`config.mk`:
```
export PLATFORM = sky130hd
export DESIGN_NAME = srf_receiver
export DESIGN_NICKNAME = d
export VERILOG_FILES = /design/src/logic/srf_receiver.v
export VERILOG_INCLUDE_DIRS = /design/src /design/src/logic
export SDC_FILE = /design/constraint.sdc
export NUM_CORES = 1
export LEC_CHECK = 0
export ABC_AREA = 1
export CAP_MARGIN = 20
export CORE_MARGIN = 2
export CORE_UTILIZATION = 51
export CTS_BUF_LIST = sky130_fd_sc_hd__clkbuf_4
export DETAILED_ROUTE_END_ITERATION = 10
export DONT_BUFFER_PORTS = 1
export GPL_TIMING_DRIVEN = 0
export PLACE_DENSITY = 0.64
export SKIP_LAST_GASP = 1
export SYNTH_ARGS = -nofsm -noshare
export SYNTH_HDL_FRONTEND = slang
export SYNTH_SLANG_ARGS = --single-unit
```
`constraint.sdc`:
```
create_clock -name pclk -period 5.1 [get_ports pclk]
set_input_delay 0.765 -clock pclk [delete_from_list [all_inputs] [get_ports pclk]]
set_output_delay 0.765 -clock pclk [all_outputs]
set_load 0.01 [all_outputs]
```
`src/logic/srf_map.vh`:
```
`ifndef SRF_MAP_VH
`define SRF_MAP_VH
// register byte offsets
`define SRF_OFF_CSR      12'h000
`define SRF_OFF_DBUF     12'h004
`define SRF_OFF_PARAM    12'h008
`define SRF_OFF_CHG      12'h00C
// receiver_control_status fields
`define SRF_CSR_CHG_A    15
`define SRF_CSR_ACT      11
`define SRF_CSR_SEC      10
`define SRF_CSR_RDY      9
`define SRF_CSR_DROP     8
`define SRF_CSR_DONE     7
`define SRF_CSR_EN       4
// receive_data_buffer fields
`define SRF_BUF_START    8
`define SRF_BUF_END      9
`define SRF_BUF_ABORT    10
`define SRF_BUF_CRCERR   12
// parameter_register fields
`define SRF_PAR_CRCINH   9
`define SRF_PAR_SECSEL   12
`define SRF_PAR_CHARSEL  15
// change status fields
`define SRF_CHG_A        0
`define SRF_CHG_B        1
// line constants
`define SRF_FLAG_CHAR    8'h7E
`define SRF_CRC_POLY     16'h1021
`define SRF_CRC_INIT_B   16'hFFFF
`define SRF_CRC_GOOD_B   16'h1D0F
`define SRF_CRC_INIT_C   16'h0000
`define SRF_CRC_GOOD_C   16'h0000
`define SRF_PAR_RESET    16'h0000
`endif

```
`src/logic/srf_receiver.v`:
```
// Summary of operation
// bit mode: receiver_active sets as first frame character arrives
// bit mode: CRC runs over every data character unless inhibited
// primary mode: active holds until closing flag, then frame_end_flag
// closing flag: check CRC for error, reinitialise it, unless inhibited
// next frame's first character sets active again, marked frame_start
// flags between frames are dropped without changing receiver state
// secondary mode: first character must match parameter low byte
// software checks second byte of 16-bit extended addresses
// char mode: parameter low byte is sync, used for receive only
// char mode: hunt two back-to-back sync characters to synchronise
// after sync, characters set receive_done, subject to sync dropping
// active on first char after sync, or first non-sync if dropping
// once active, CRC on unless bit 9 inhibit; sync dropping stops
// software clears receive_enable after message to reinitialise
// active read-only; cleared by reset, enable fall, abort
// secondary_line_state mirrors line; change sets change B flag
// modem_ready_state mirrors line; change sets change B flag
// dropping: sync chars right after the sync pair not presented
// software keeps sync dropping clear in bit mode
// bit mode: receive_done also on abort and on frame_end_flag
// static routing input moves line change events to change A
`timescale 1ns/1ps
`default_nettype none
`include "srf_map.vh"
module srf_receiver (
    // apb slave
    input  wire        pclk,
    input  wire        presetn,
    input  wire        psel,
    input  wire        penable,
    input  wire        pwrite,
    input  wire [11:0] paddr,
    input  wire [31:0] pwdata,
    output reg  [31:0] prdata,
    output reg         pready,
    output reg         pslverr,
    // modem line side
    input  wire        rx_bit_strobe,
    input  wire        rx_bit,
    input  wire        sec_rx_line,
    input  wire        data_set_ready_line,
    input  wire        alt_change_route
);

// ----------------------------------------
// states and helpers
// ----------------------------------------
localparam [5:0] ST_B_HUNT = 6'h01;
localparam [5:0] ST_B_FLAG = 6'h02;
localparam [5:0] ST_B_ACT  = 6'h04;
localparam [5:0] ST_C_HUNT = 6'h08;
localparam [5:0] ST_C_SYNC = 6'h10;
localparam [5:0] ST_C_RUN  = 6'h20;

function [15:0] crc_byte;
    input [15:0] c;
    input [7:0]  d;
    integer i;
    reg [15:0] t;
    begin
        t = c;
        for (i = 7; i >= 0; i = i - 1)
            if (t[15] ^ d[i])
                t = {t[14:0], 1'b0} ^ `SRF_CRC_POLY;
            else
                t = {t[14:0], 1'b0};
        crc_byte = t;
    end
endfunction

function [4:0] reg_sel;
    input [11:0] a;
    begin
        reg_sel = {a[1:0] != 2'h0, a == `SRF_OFF_CHG,
                   a == `SRF_OFF_PARAM, a == `SRF_OFF_DBUF,
                   a == `SRF_OFF_CSR};
    end
endfunction

// ----------------------------------------
// registers
// ----------------------------------------
reg  [5:0]  state_reg;
reg  [7:0]  win_reg;
reg  [7:0]  dat_reg;
reg  [2:0]  cnt_reg;
reg  [2:0]  ones_reg;
reg  [15:0] crc_reg;
reg         active_reg;
reg         abort_seen_reg;
reg         done_reg;
reg  [15:0] buf_reg;
reg  [15:0] param_reg;
reg         drop_reg;
reg         en_reg;
reg         en_old_reg;
reg         chg_a_reg;
reg         chg_b_reg;
reg         sec_reg;
reg         rdy_reg;

wire [4:0] sel     = reg_sel(paddr);
wire       acc     = psel & penable & pready;
wire       wr      = acc & pwrite;
wire       rd      = acc & ~pwrite;
wire       char_md = param_reg[`SRF_PAR_CHARSEL];
wire       sec_md  = param_reg[`SRF_PAR_SECSEL];
wire       crc_inh = param_reg[`SRF_PAR_CRCINH];
wire [7:0] sync_ch = param_reg[7:0];
// sync dropping left on in bit mode stalls the receiver
wire       run     = en_reg & ~(drop_reg & ~char_md);

// ----------------------------------------
// bit level decode
// ----------------------------------------
wire [7:0] new_win = {win_reg[6:0], rx_bit};
wire       flag_hit  = new_win == `SRF_FLAG_CHAR;
wire       abort_hit = rx_bit & (ones_reg == 3'h6);
wire       keep_bit  = ~(ones_reg == 3'h5);
wire [7:0] new_dat   = {dat_reg[6:0], rx_bit};
wire       byte_b    = keep_bit & (cnt_reg == 3'h7);
wire       byte_c    = cnt_reg == 3'h7;
wire [15:0] crc_good = char_md ? `SRF_CRC_GOOD_C : `SRF_CRC_GOOD_B;
wire       crc_err   = ~crc_inh & (crc_reg != crc_good);

// ----------------------------------------
// receiver engine
// ----------------------------------------
always @(posedge pclk or negedge presetn)
begin
    if (!presetn)
    begin
        state_reg      <= ST_B_HUNT;
        win_reg        <= 8'h00;
        dat_reg        <= 8'h00;
        cnt_reg        <= 3'h0;
        ones_reg       <= 3'h0;
        crc_reg        <= `SRF_CRC_INIT_B;
        active_reg     <= 1'b0;
        abort_seen_reg <= 1'b0;
        done_reg       <= 1'b0;
        buf_reg        <= 16'h0000;
        en_old_reg     <= 1'b0;
    end
    else
    begin
        en_old_reg <= en_reg;
        // reading the buffer hands the character to software
        if (rd && sel[1])
            done_reg <= 1'b0;
        if (!run)
        begin
            // enable fall or disabled: reinitialise
            active_reg <= 1'b0;
            state_reg  <= char_md ? ST_C_HUNT : ST_B_HUNT;
            cnt_reg    <= 3'h0;
            ones_reg   <= 3'h0;
            crc_reg    <= char_md ? `SRF_CRC_INIT_C : `SRF_CRC_INIT_B;
        end
        else if (en_old_reg != en_reg)
            active_reg <= 1'b0;
        else if (rx_bit_strobe)
        begin
            win_reg <= new_win;
            if (!char_md)
            begin
                ones_reg <= rx_bit ? (ones_reg == 3'h7 ? 3'h7
                            : ones_reg + 3'h1) : 3'h0;
                if (keep_bit)
                begin
                    dat_reg <= new_dat;
                    cnt_reg <= cnt_reg + 3'h1;
                end
                if (flag_hit)
                begin
                    // partial flag bits in the data path are discarded
                    cnt_reg   <= 3'h0;
                    state_reg <= ST_B_FLAG;
                    crc_reg   <= `SRF_CRC_INIT_B;
                    if (state_reg == ST_B_ACT)
                    begin
                        active_reg <= 1'b0;
                        buf_reg    <= 16'h0000;
                        buf_reg[`SRF_BUF_END]    <= 1'b1;
                        buf_reg[`SRF_BUF_CRCERR] <= crc_err;
                        done_reg   <= 1'b1;
                    end
                end
                else if (abort_hit)
                begin
                    state_reg <= ST_B_HUNT;
                    cnt_reg   <= 3'h0;
                    if (state_reg == ST_B_ACT ||
                        (state_reg == ST_B_FLAG && !abort_seen_reg))
                    begin
                        active_reg     <= 1'b0;
                        abort_seen_reg <= 1'b1;
                        buf_reg        <= 16'h0000;
                        buf_reg[`SRF_BUF_ABORT] <= 1'b1;
                        done_reg       <= 1'b1;
                    end
                end
                else if (byte_b && state_reg == ST_B_FLAG)
                begin
                    if (sec_md && new_dat != sync_ch)
                        state_reg <= ST_B_HUNT;
                    else
                    begin
                        state_reg      <= ST_B_ACT;
                        active_reg     <= 1'b1;
                        abort_seen_reg <= 1'b0;
                        buf_reg        <= {8'h01, new_dat};
                        done_reg       <= 1'b1;
                        if (!crc_inh)
                            crc_reg <= crc_byte(crc_reg, new_dat);
                    end
                end
                else if (byte_b && state_reg == ST_B_ACT)
                begin
                    buf_reg  <= {8'h00, new_dat};
                    done_reg <= 1'b1;
                    if (!crc_inh)
                        crc_reg <= crc_byte(crc_reg, new_dat);
                end
            end
            else
            begin
                cnt_reg <= cnt_reg + 3'h1;
                if (state_reg == ST_C_HUNT)
                begin
                    cnt_reg <= 3'h0;
                    if (new_win == sync_ch)
                        state_reg <= ST_C_SYNC;
                end
                else if (state_reg == ST_C_SYNC && byte_c)
                    // second sync must follow directly
                    state_reg <= (new_win == sync_ch) ? ST_C_RUN
                                 : ST_C_HUNT;
                else if (state_reg == ST_C_RUN && byte_c)
                begin
                    if (active_reg)
                    begin
                        // dropping is disabled once active
                        buf_reg  <= {crc_err, 7'h00, new_win};
                        done_reg <= 1'b1;
                        if (!crc_inh)
                            crc_reg <= crc_byte(crc_reg, new_win);
                    end
                    else if (!(drop_reg && new_win == sync_ch))
                    begin
                        active_reg <= 1'b1;
                        buf_reg    <= {8'h00, new_win};
                        done_reg   <= 1'b1;
                        if (!crc_inh)
                            crc_reg <= crc_byte(`SRF_CRC_INIT_C,
                                                new_win);
                    end
                end
                else if (state_reg != ST_C_SYNC && state_reg != ST_C_RUN)
                    state_reg <= ST_C_HUNT;
            end
        end
    end
end

// ----------------------------------------
// modem lines
// ----------------------------------------
wire line_chg = (sec_rx_line != sec_reg) |
                (data_set_ready_line != rdy_reg);

always @(posedge pclk or negedge presetn)
begin
    if (!presetn)
    begin
        sec_reg   <= 1'b0;
        rdy_reg   <= 1'b0;
        chg_a_reg <= 1'b0;
        chg_b_reg <= 1'b0;
    end
    else
    begin
        sec_reg <= sec_rx_line;
        rdy_reg <= data_set_ready_line;
        // a change in the clearing cycle is kept: set wins
        if (rd && sel[0])
            chg_a_reg <= 1'b0;
        if (rd && sel[3])
            chg_b_reg <= 1'b0;
        if (line_chg && alt_change_route)
            chg_a_reg <= 1'b1;
        if (line_chg && !alt_change_route)
            chg_b_reg <= 1'b1;
    end
end

// ----------------------------------------
// apb slave
// ----------------------------------------
reg [31:0] rdata;

always @*
begin
    rdata = 32'h0000_0000;
    if (sel[0])
    begin
        rdata[`SRF_CSR_CHG_A] = chg_a_reg;
        rdata[`SRF_CSR_ACT]   = active_reg;
        rdata[`SRF_CSR_SEC]   = sec_reg;
        rdata[`SRF_CSR_RDY]   = rdy_reg;
        rdata[`SRF_CSR_DROP]  = drop_reg;
        rdata[`SRF_CSR_DONE]  = done_reg;
        rdata[`SRF_CSR_EN]    = en_reg;
    end
    else if (sel[1])
        rdata[15:0] = buf_reg;
    else if (sel[2])
        rdata[15:0] = param_reg;
    else if (sel[3])
    begin
        rdata[`SRF_CHG_A] = chg_a_reg;
        rdata[`SRF_CHG_B] = chg_b_reg;
    end
end

always @(posedge pclk or negedge presetn)
begin
    if (!presetn)
    begin
        pready    <= 1'b0;
        pslverr   <= 1'b0;
        prdata    <= 32'h0000_0000;
        param_reg <= `SRF_PAR_RESET;
        drop_reg  <= 1'b0;
        en_reg    <= 1'b0;
    end
    else
    begin
        // one wait state: answer registered from the first access-phase decode
        pready  <= psel & penable & ~pready;
        pslverr <= psel & penable & ~pready &
                   (sel[4] | ~|sel[3:0]);
        prdata  <= (psel & penable & ~pready & ~pwrite) ? rdata
                   : 32'h0000_0000;
        if (wr && sel[0])
        begin
            drop_reg <= pwdata[`SRF_CSR_DROP];
            en_reg   <= pwdata[`SRF_CSR_EN];
        end
        if (wr && sel[2])
            param_reg <= pwdata[15:0];
    end
end

endmodule
`default_nettype wire

```
==> results.sh, run 1 <==
export IMPL_synth_compound_area_share_pct=10.2
export IMPL_outcome="finished, final reports clean"
export IMPL_clock_latency_ns=0.50
export IMPL_antenna_found_initial=0
export IMPL_utilization_pct=55.0
export IMPL_drive_gt1_share_pct=9.98
export IMPL_stdcell_count=1124
export IMPL_worst_pin_slew_ns=0.647
export IMPL_rsz0062_at_grt="no"
export IMPL_area_growth_pct=6.52
export IMPL_synth_flop_cell="dfrtp_1"
export IMPL_fin_crit_sh_pct=44.3
export IMPL_drc=0
export IMPL_synth_enable_flop_cells=0
export IMPL_synth_xor_area_share_pct=2.72
export IMPL_ant_nets=0
export IMPL_synth_top_family_by_area="simple AND/OR/NAND/NOR gates"
export IMPL_grt_max_degree=83
export IMPL_ioPinCount=88
export IMPL_critPathSlowestCell="dfrtp_1"
export IMPL_synth_area_leaders="dfrtp_1 (32%), nand2_1 (20%), dfstp_2 (6.9%)"
export IMPL_ys_async_sr_fraction_pct=100
export IMPL_muxShareOfSynthArea_pct=2.80
export IMPL_cp_max_fo=10
export IMPL_n_antenna_cell=0
export IMPL_finalPower_mw=1.25
export IMPL_min_period_ns=2.26
export IMPL_endpoint_kind="flip-flop"
export IMPL_num_rows=41
export IMPL_cp_common_cell="nand2_1"
export IMPL_chipWidth_um=116
export IMPL_min_path_type="in2async"
export IMPL_powerDensity_mw_per_mm2=182
export IMPL_hold_viol=0
export IMPL_cp_required_ns=5.51
export IMPL_port_buffers=0
export IMPL_netlist_instances=920
export IMPL_synthAdderAreaFrac_pct=0.973
export IMPL_synth_simple_area_share_pct=34.0
export IMPL_place_inst=1107
export IMPL_slowest_delay_ns=0.48
export IMPL_maxCapViolations=0
export IMPL_cp_cell_sequence="inv_1 -> nand2_1 -> nand2_1 -> nand2_1 -> nor2_1 -> nand2_1 -> nand2_1 -> nor2_1 -> nor2_4 -> nand2_4 -> buf_6 -> nand2_1 -> o21ai_2"
export IMPL_path_clk_slew_ns=0.16
export IMPL_ir_worst_vdd_v=0.000122
export IMPL_grt_pass1_wl_um=29100
export IMPL_grt_use_total_pct=28.3
export IMPL_cts_tree="done"
export IMPL_die_area_mm2=0.0135
export IMPL_routabilityCongestion=0.974
export IMPL_grt_pass1_vias=5658
export IMPL_drt_wl_total_um=18200
export IMPL_skew_ns=0.0220
export IMPL_setup_viol=0
export IMPL_clockRootBuffer="clkbuf_4"
export IMPL_drv_slew=0
export IMPL_routedWlPerCell_um=16.2
export IMPL_arrival_ns=2.66
export IMPL_syn_avg_cell_area_um2=6.99
export IMPL_core_area_mm2=0.0125
export IMPL_yosysSeqAreaShare_pct=38.9
export IMPL_nets=1006
export IMPL_cts_setup_buffers=0
export IMPL_syn_area_mm2=0.00643
export IMPL_ys_warn_count=0
export IMPL_cts_resized=0
export IMPL_fin_setup_tns_ns=0
export IMPL_clock_sinks=99
export IMPL_synth_seq_cells=99
export IMPL_cts_buffer_depth=2
export IMPL_timing_fmax_mhz=443
export IMPL_num_vias=6036
export IMPL_viasPerCell=5.37
export IMPL_crit_type="reg2reg"
export IMPL_numCtsBuffers=9
export IMPL_htreeDepth=3
export IMPL_hpwlAfterDp_um=13700
export IMPL_die_h_um=116
export IMPL_leakagePower_nw=3.52
export IMPL_drt_iter0_drc=582
export IMPL_dr_pass1_iters=5
export IMPL_maxSlewHeadroom_pct=56.9
export IMPL_ctsHoldBuffers=1
export IMPL_grt_overflow=0
export IMPL_cp_start_kind="flip-flop"
export IMPL_synth_top_area_cell="dfrtp_1"
export IMPL_initial_core_util_pct=51.6
export IMPL_synth_top_area_share_pct=31.9
export IMPL_synth_cell_types=48
==> worst max-delay path: cells and delay by family (launching register included) <==
family / cells / cell delay, ns
AO/OA/AOI/OAI: 1 / 0.05
buffers and inverters: 2 / 0.35
flip-flops: 1 / 0.48
AND/OR/NAND/NOR: 10 / 1.27
==> through the flow <==
| stage | instance area, um2 | hold WS [ns] | setup WS [ns] |
|---|---|---|---|
| final | 6850 | 0.0782 | 2.84 |
| after global placement | 6700 | 0.471 | 2.45 |
| after global routing | 6850 | 0.0374 | 2.64 |
| after detailed placement | 6700 | 0.472 | 2.47 |
| after CTS | 6850 | 0.0597 | 2.86 |
| after floorplan | 6490 | 0.450 | 2.90 |
==> synthesized netlist by cell type (10+ instances only) <==
cell type,count
nor2_1,59
nand4_1,17
o21ai_0,58
inv_1,108
mux2_1,10
nand2_1,336
xnor2_1,12
clkbuf_1,12
dfrtp_1,82
nand3_1,69
buf_4,19
dfstp_2,17
a21oi_1,20
==> power by group <==
| part | internal (mW) | switching [mW] | total, mW |
|---|---|---|---|
| Sequential | 0.788 | 0.00254 | 0.791 |
| Combinational | 0.0190 | 0.0375 | 0.0565 |
| Clock | 0.113 | 0.285 | 0.398 |
==> cell usage in the layout, fill, tap and decap left out, types with 5 or more instances in the layout <==
master / Yosys / final
a21oi_1: 20 / 20
buf_2: 6 / 6
buf_4: 19 / 19
clkbuf_1: 12 / 12
clkbuf_4: 0 / 11
conb_1: 1 / 16
dfrtp_1: 82 / 82
dfstp_2: 17 / 17
ha_1: 5 / 5
inv_1: 108 / 108
inv_2: 6 / 6
mux2_1: 10 / 10
mux2_2: 6 / 6
nand2_1: 336 / 336
nand3_1: 69 / 69
nand3b_1: 8 / 8
nand4_1: 17 / 17
nor2_1: 59 / 59
nor3_1: 6 / 6
o211ai_1: 5 / 5
o21ai_0: 58 / 58
o22ai_1: 8 / 8
xnor2_1: 12 / 12
xor2_1: 8 / 8
==> layout make-up <==
type                       instances  area (um2)
clock buffer                      11        82.6
sequential                        99        2500
inverter                         114         428
clock inverter                     5        37.5
fill                            1238        5620
multi-input combinational        683        3320
tap                              172         215
buffer                            39         240
timing repair buffer               1        27.5
==> logic make-up (layout without fill, tap and decap cells) <==
group,Yosys count,count (layout)
AO/OA/AOI/OAI,111,111
XOR/XNOR,20,20
adder cells (fa/ha/maj),5,5
buffers and inverters,153,170
flip-flops,99,99
multiplexers,16,16
other,1,16
AND/OR/NAND/NOR,515,515
==> layer usage <==
metal  vias to the layer above  routed length [um]  track usage (%)  part of all wire, %
met2                       230                8220             45.6                   45
met4                         0                 488             8.65                  2.7
li1                       2947                   -                -                    -
met5                         -                   0                0                    0
met1                      2816                8210             38.4                   45
met3                        43                1260             5.97                  6.9
==> worst paths after layout <==
check,slack [ns],from,to,depth (start not counted)
worst max-delay path,2.84,dat_reg[1],buf_reg[9],13
worst min-delay path,0.08,presetn,crc_reg[15],0
worst max register to register,2.84,dat_reg[1],buf_reg[9],13
worst min register to register,0.51,buf_reg[0],buf_reg[0],2
max in group asynchronous,4.63,presetn,state_reg[1],1
min in group pclk,0.27,data_set_ready_line,rdy_reg,0
(Power assumes the default switching activity.)
==> inputs of run 2 (changes only) <==
- ABC_AREA: 1 -> 0
- clock period: 5.1 -> 2.2 ns (I/O delays scaled with it)
==> results.sh, run 2 <==
export IMPL_maxCapViolations=0
export IMPL_reg2regPathDepth=7
export IMPL_numCtsBuffers=9
export IMPL_intPower_mw=2.24
export IMPL_syn_area_mm2=0.00581
export IMPL_syn_avg_cell_area_um2=10.6
export IMPL_swShare_pct=24.2
export IMPL_nets=674
export IMPL_synth_common_cells="dfrtp_1 (82), xnor2_1 (44), nand2_1 (43), nor2_1 (42), mux2_2 (41)"
export IMPL_synth_enable_flop_cells=0
export IMPL_min_path_type="in2async"
export IMPL_drt_iter0_drc=224
export IMPL_viasPerCell=5.87
export IMPL_antenna_found_initial=0
export IMPL_arrival_ns=2.67
export IMPL_crit_type="reg2reg"
export IMPL_setup_viol=14
export IMPL_p_clk_share_pct=33.7
export IMPL_multi_input_area_mm2=0.00322
export IMPL_endpoint_kind="flip-flop"
export IMPL_finalPower_mw=2.95
export IMPL_yosysSeqAreaShare_pct=43.0
export IMPL_synth_top_area_cell="dfrtp_1"
export IMPL_place_area_mm2=0.00604
export IMPL_nFillCells=907
export IMPL_maxSlewHeadroom_pct=54.8
export IMPL_die_area_mm2=0.0123
export IMPL_fin_crit_sh_pct=101
export IMPL_worst_pin_slew_ns=0.661
export IMPL_cts_buffer_depth=2
export IMPL_clock_sinks=99
export IMPL_powerDensity_mw_per_mm2=436
export IMPL_stdcell_count=759
export IMPL_cp_max_fo=6
export IMPL_min_period_ns=2.23
export IMPL_initial_core_util_pct=52.9
export IMPL_area_growth_pct=16.5
export IMPL_skew_ns=0.0271
export IMPL_core_area_mm2=0.0110
export IMPL_synth_flop_cell="dfrtp_1"
export IMPL_setup_ws_ns=-0.0292
export IMPL_yosysMostFrequentCell="dfrtp_1"
export IMPL_netlist_instances=550
export IMPL_fin_area_mm2=0.00677
export IMPL_drc=0
export IMPL_synth_top_area_share_pct=35.3
export IMPL_pwr_share_comb_pct=4.2
export IMPL_utilization_pct=61.6
export IMPL_hold_viol=99
export IMPL_place_inst=705
export IMPL_reg2reg_slack_ns=-0.03
export IMPL_die_h_um=111
export IMPL_grt_overflow=0
export IMPL_cp_required_ns=2.64
export IMPL_grt_use_total_pct=24.9
export IMPL_violations="hold timing, setup timing"
export IMPL_cts_tree="done"
export IMPL_drt_wl_total_um=15000
export IMPL_routabilityCongestion=0.894
export IMPL_grt_pass1_wl_um=24300
export IMPL_switchingPower_mw=0.715
export IMPL_synth_area_leaders="dfrtp_1 (35%), mux2_2 (7.9%), dfstp_2 (7.7%)"
export IMPL_htreeDepth=3
export IMPL_layout_common_cells="dfrtp_1 (78), nand2_1 (42), mux2_2 (41)"
export IMPL_cp_start_kind="flip-flop"
export IMPL_chipWidth_um=111
export IMPL_timing_hold_ws_ns=-0.502
export IMPL_clockRootBuffer="clkbuf_4"
export IMPL_drv_slew=0
export IMPL_dr_pass1_iters=5
export IMPL_grt_max_degree=100
export IMPL_hpwlAfterDp_um=10300
export IMPL_timing_fmax_mhz=449
export IMPL_num_rows=38
export IMPL_r2r_start="win_reg[1]"
export IMPL_ant_nets=0
export IMPL_rsz0062_at_grt="yes"
export IMPL_num_vias=4453
export IMPL_grt_pass1_vias=4693
export IMPL_outcome="finished with violations"
export IMPL_ctsHoldBuffers=21
export IMPL_r2r_end="crc_reg[1]"
export IMPL_drive_gt1_share_pct=29.1
export IMPL_leakagePower_nw=2.96
export IMPL_synth_cell_types=66
export IMPL_ys_warn_count=0
export IMPL_ioPinCount=88
export IMPL_synth_seq_cells=99
export IMPL_n_antenna_cell=0
export IMPL_routedWlPerCell_um=19.7
export IMPL_power_frac_seq_pct=62.0
export IMPL_path_clk_slew_ns=0.17
export IMPL_regArea_mm2=0.00250
export IMPL_port_buffers=0
export IMPL_final_common_cell="dfrtp_1"
export IMPL_clock_latency_ns=0.50
export IMPL_ys_async_sr_fraction_pct=100
export IMPL_ir_worst_vdd_v=0.000445
run 2: changes by cell type in the layout (fill, tap and decap cells not counted), moves of 12 or more:
cell and delta:
dlygate4sd3_1 +21, nand3_1 -59, inv_1 -98, nor2_1 -20, nand2_1 -294, mux2_4 +15
xnor2_1 +28, mux2_2 +35, buf_4 +18, o21ai_0 -41, xor2_1 +12
run 2: cell families after synthesis:
group                    count (synthesis)  synth area share, %
AND/OR/NAND/NOR                        155                 13.9
AO/OA/AOI/OAI                           97                 12.0
adder cells (fa/ha/maj)                  5                 1.08
multiplexers                            70                 14.4
flip-flops                              99                 43.0
XOR/XNOR                                66                 9.95
buffers and inverters                   57                 5.56
other                                    1               0.0645
run 2: layer usage:
metal  vias up  share of wire [%]  track usage [%]
met5         -                  0                0
met4         0                2.6             9.58
met3        34                5.9             6.01
met2       177                 48             39.4
met1      2188                 44             33.3
li1       2054                  -                -
run 2: power groups by stage:
stage,registers (mW),logic [mW],clock network [mW]
after floorplan,1.86,0.0768,0
after global placement,1.86,0.0888,0
after detailed placement,1.86,0.0895,0
after CTS,1.83,0.122,1.01
after global routing,1.83,0.137,1.08
final,1.83,0.125,0.995
run 2: stage by stage:
step	setup WS, ns	TNS (ns)
finish	-0.0292	-0.194
global route	-0.109	-2.32
CTS	0.00452	0
detailed placement	-0.592	-10.86
global placement	-0.474	-8.84
floorplan	0.00415	0
run 2: how the worst max path moves through the flow:
| stage | startpoint | to | slack, ns | depth (start not counted) |
|---|---|---|---|---|
| 3_3_place_gp | ones_reg[0] | buf_reg[9] | -0.47 | 8 |
| 3_5_place_dp | ones_reg[0] | buf_reg[9] | -0.59 | 8 |
| 2_1_floorplan | ones_reg[0] | buf_reg[10] | 0.004 | 8 |
| 6_report | win_reg[1] | crc_reg[1] | -0.03 | 7 |
| 5_1_grt | win_reg[1] | crc_reg[7] | -0.11 | 7 |
| 4_1_cts | win_reg[6] | state_reg[1] | 0.005 | 9 |
run 2: what timing repair did:
item                                    in CTS  in global routing
endpoints found under the hold margin      122                 99
endpoints found under the setup margin      35                 37
resized for setup                           32                 20
gates cloned                                 0                  1
pin swaps                                    7                  8
setup buffers                               13                  6
run 2: layout make-up:
cell class | count | area share (%)
multi-input cells | 409 | 47.6
flip-flops and latches | 99 | 37.0
repair buffers | 41 | 5.69
plain buffers | 44 | 4.57
well taps | 140 | 2.59
clock buffers | 9 | 0.998
clock inverters | 6 | 0.943
inverters | 11 | 0.610
run 2: critical path: stages, from the launching register on:
cell,delay [ns]
dfrtp_2,0.50
xnor2_1,0.24
nand4_1,0.22
nor3_4,0.29
nor4b_4,0.09
o22ai_4,0.30
clkbuf_16,0.23
mux2_4,0.30
==> inputs of run 3 (changes only) <==
- ABC_AREA: 0 -> 1
==> results.sh, run 3 (synthesized netlist as in run 1, its figures left out) <==
export IMPL_outcome="finished with violations"
export IMPL_violations="hold timing"
export IMPL_drv_slew=0
export IMPL_clockRootBuffer="clkbuf_4"
export IMPL_ir_worst_vdd_v=0.000286
export IMPL_intPower_mw=2.15
export IMPL_core_area_mm2=0.0125
export IMPL_die_h_um=116
export IMPL_p_clk_share_pct=32.2
export IMPL_swShare_pct=25.7
export IMPL_port_buffers=0
export IMPL_initial_core_util_pct=51.6
export IMPL_drive_gt1_share_pct=12.1
export IMPL_min_period_ns=2.08
export IMPL_numCtsBuffers=9
export IMPL_switchingPower_mw=0.744
export IMPL_cp_max_fo=10
export IMPL_nFillCells=1213
export IMPL_clock_sinks=99
export IMPL_met3_usage_pct=5.24
export IMPL_place_inst=1107
export IMPL_drt_iter0_drc=576
export IMPL_setup_viol=0
export IMPL_timing_hold_ws_ns=-0.511
export IMPL_maxCapViolations=0
export IMPL_routabilityCongestion=0.974
export IMPL_dr_pass1_iters=6
export IMPL_worst_pin_slew_ns=0.663
export IMPL_chipWidth_um=116
export IMPL_grt_util_met1_pct=37.9
export IMPL_hpwlAfterDp_um=13700
export IMPL_drc=0
export IMPL_maxSlewHeadroom_pct=55.8
export IMPL_skew_ns=0.0238
export IMPL_grt_use_total_pct=28.3
export IMPL_leakagePower_nw=3.65
export IMPL_setup_ws_ns=0.116
export IMPL_num_vias=6182
export IMPL_fin_crit_sh_pct=94.7
export IMPL_cp_start_kind="flip-flop"
export IMPL_crit_type="reg2reg"
export IMPL_ctsHoldBuffers=21
export IMPL_place_area_mm2=0.00670
export IMPL_hold_viol=99
export IMPL_cp_required_ns=2.61
export IMPL_viasPerCell=5.36
export IMPL_stdcell_count=1154
export IMPL_powerDensity_mw_per_mm2=404
export IMPL_pwr_share_comb_pct=4.5
export IMPL_pre_cts_slack_ns=-0.0244
export IMPL_min_path_type="in2async"
export IMPL_layout_common_cells="nand2_1 (334), inv_1 (106), dfrtp_1 (78)"
export IMPL_ant_nets=0
export IMPL_fin_area_mm2=0.00717
export IMPL_grt_max_degree=100
export IMPL_drt_wl_total_um=18300
export IMPL_timing_fmax_mhz=480
export IMPL_die_area_mm2=0.0135
export IMPL_grt_busiest_layer="met2"
export IMPL_num_rows=41
export IMPL_path_clk_slew_ns=0.17
export IMPL_clock_latency_ns=0.51
export IMPL_ioPinCount=88
export IMPL_n_antenna_cell=0
export IMPL_grt_pass1_wl_um=29200
export IMPL_use_met2_pct=46.0
export IMPL_cts_tree="done"
export IMPL_htreeDepth=3
export IMPL_endpoint_kind="flip-flop"
export IMPL_nets=1036
export IMPL_final_common_cell="nand2_1"
export IMPL_antenna_found_initial=0
export IMPL_grt_pass1_vias=5718
export IMPL_routedWlPerCell_um=15.9
export IMPL_grt_overflow=0
export IMPL_area_growth_pct=11.5
export IMPL_arrival_ns=2.49
export IMPL_power_frac_seq_pct=63.3
export IMPL_cts_buffer_depth=2
==> run 3: cell count changes in the layout (fill, tap and decap cells not counted), moves of 28 or more <==
cell and delta:
o21ai_0 +41, xnor2_1 -28, mux2_2 -35, nand3_1 +57, inv_1 +96, nand2_1 +292
==> run 3: power groups by stage <==
stage / clock network (mW) / logic (mW) / registers [mW]
final: 0.934 / 0.130 / 1.83
after floorplan: 0 / 0.0822 / 1.87
after global placement: 0 / 0.0946 / 1.87
after detailed placement: 0 / 0.0957 / 1.87
after global routing: 1.03 / 0.146 / 1.84
after CTS: 0.952 / 0.127 / 1.83
==> run 3: final cells by class <==
cell class	instances	area, um2	area share (%)
multi-input combinational	683	3370	47.0
sequential	99	2500	34.9
inverter	114	428	5.97
timing repair buffer	31	285	3.98
buffer	39	245	3.42
tap	172	215	3.00
clock buffer	11	82.6	1.15
clock inverter	5	37.5	0.524
==> run 3: per-stage QoR <==
stage | utilization, % | setup TNS (ns) | hold WS, ns | power, mW
2_1_floorplan | - | 0 | 0.0344 | 1.95
3_3_place_gp | 53.8 | -0.0419 | 0.0364 | 1.96
3_5_place_dp | 53.8 | -0.0969 | 0.0365 | 1.96
4_1_cts | 56.7 | 0 | -0.529 | 2.91
5_1_grt | 57.5 | -0.00767 | -0.548 | 3.01
6_report | 57.5 | 0 | -0.511 | 2.90
==> run 3: final timing paths <==
kind                       startpoint    endpoint  slack (ns)  cells after the start
setup / recovery           win_reg[6]  buf_reg[9]        0.12                     13
hold / removal                presetn  buf_reg[4]       -0.51                      0
setup reg to reg           win_reg[6]  buf_reg[9]        0.12                     13
hold reg to reg            cnt_reg[1]  cnt_reg[1]        0.51                      2
max in group asynchronous     presetn  crc_reg[8]        2.49                      0
min in group pclk             penable     pslverr        0.03                      4
==> run 3: critical path: stages (launching register included) <==
cell and delay (ns):
dfrtp_2 0.49, inv_2 0.11, nand2_1 0.05, nor2_1 0.17, nand2_2 0.12, inv_2 0.11
nor2_2 0.08, nand3_1 0.10, nand2_1 0.13, nor2_8 0.21, nand2_4 0.12, buf_6 0.16
nand2_1 0.07, o21ai_2 0.05
==> run 3: metal layers <==
metal	share of wire [%]	wire, um	vias up
met5	0	0	-
met1	45	8230	2865
met4	2.7	487	0
met3	7.0	1290	45
met2	45	8330	259
li1	-	-	3013
==> run 3: timing repair <==
item	4_1_cts	5_1_grt
hold endpoints to repair	122	99
pin swaps	2	4
setup buffers	3	7
endpoints found under the setup margin	9	33
resized for setup	2	18
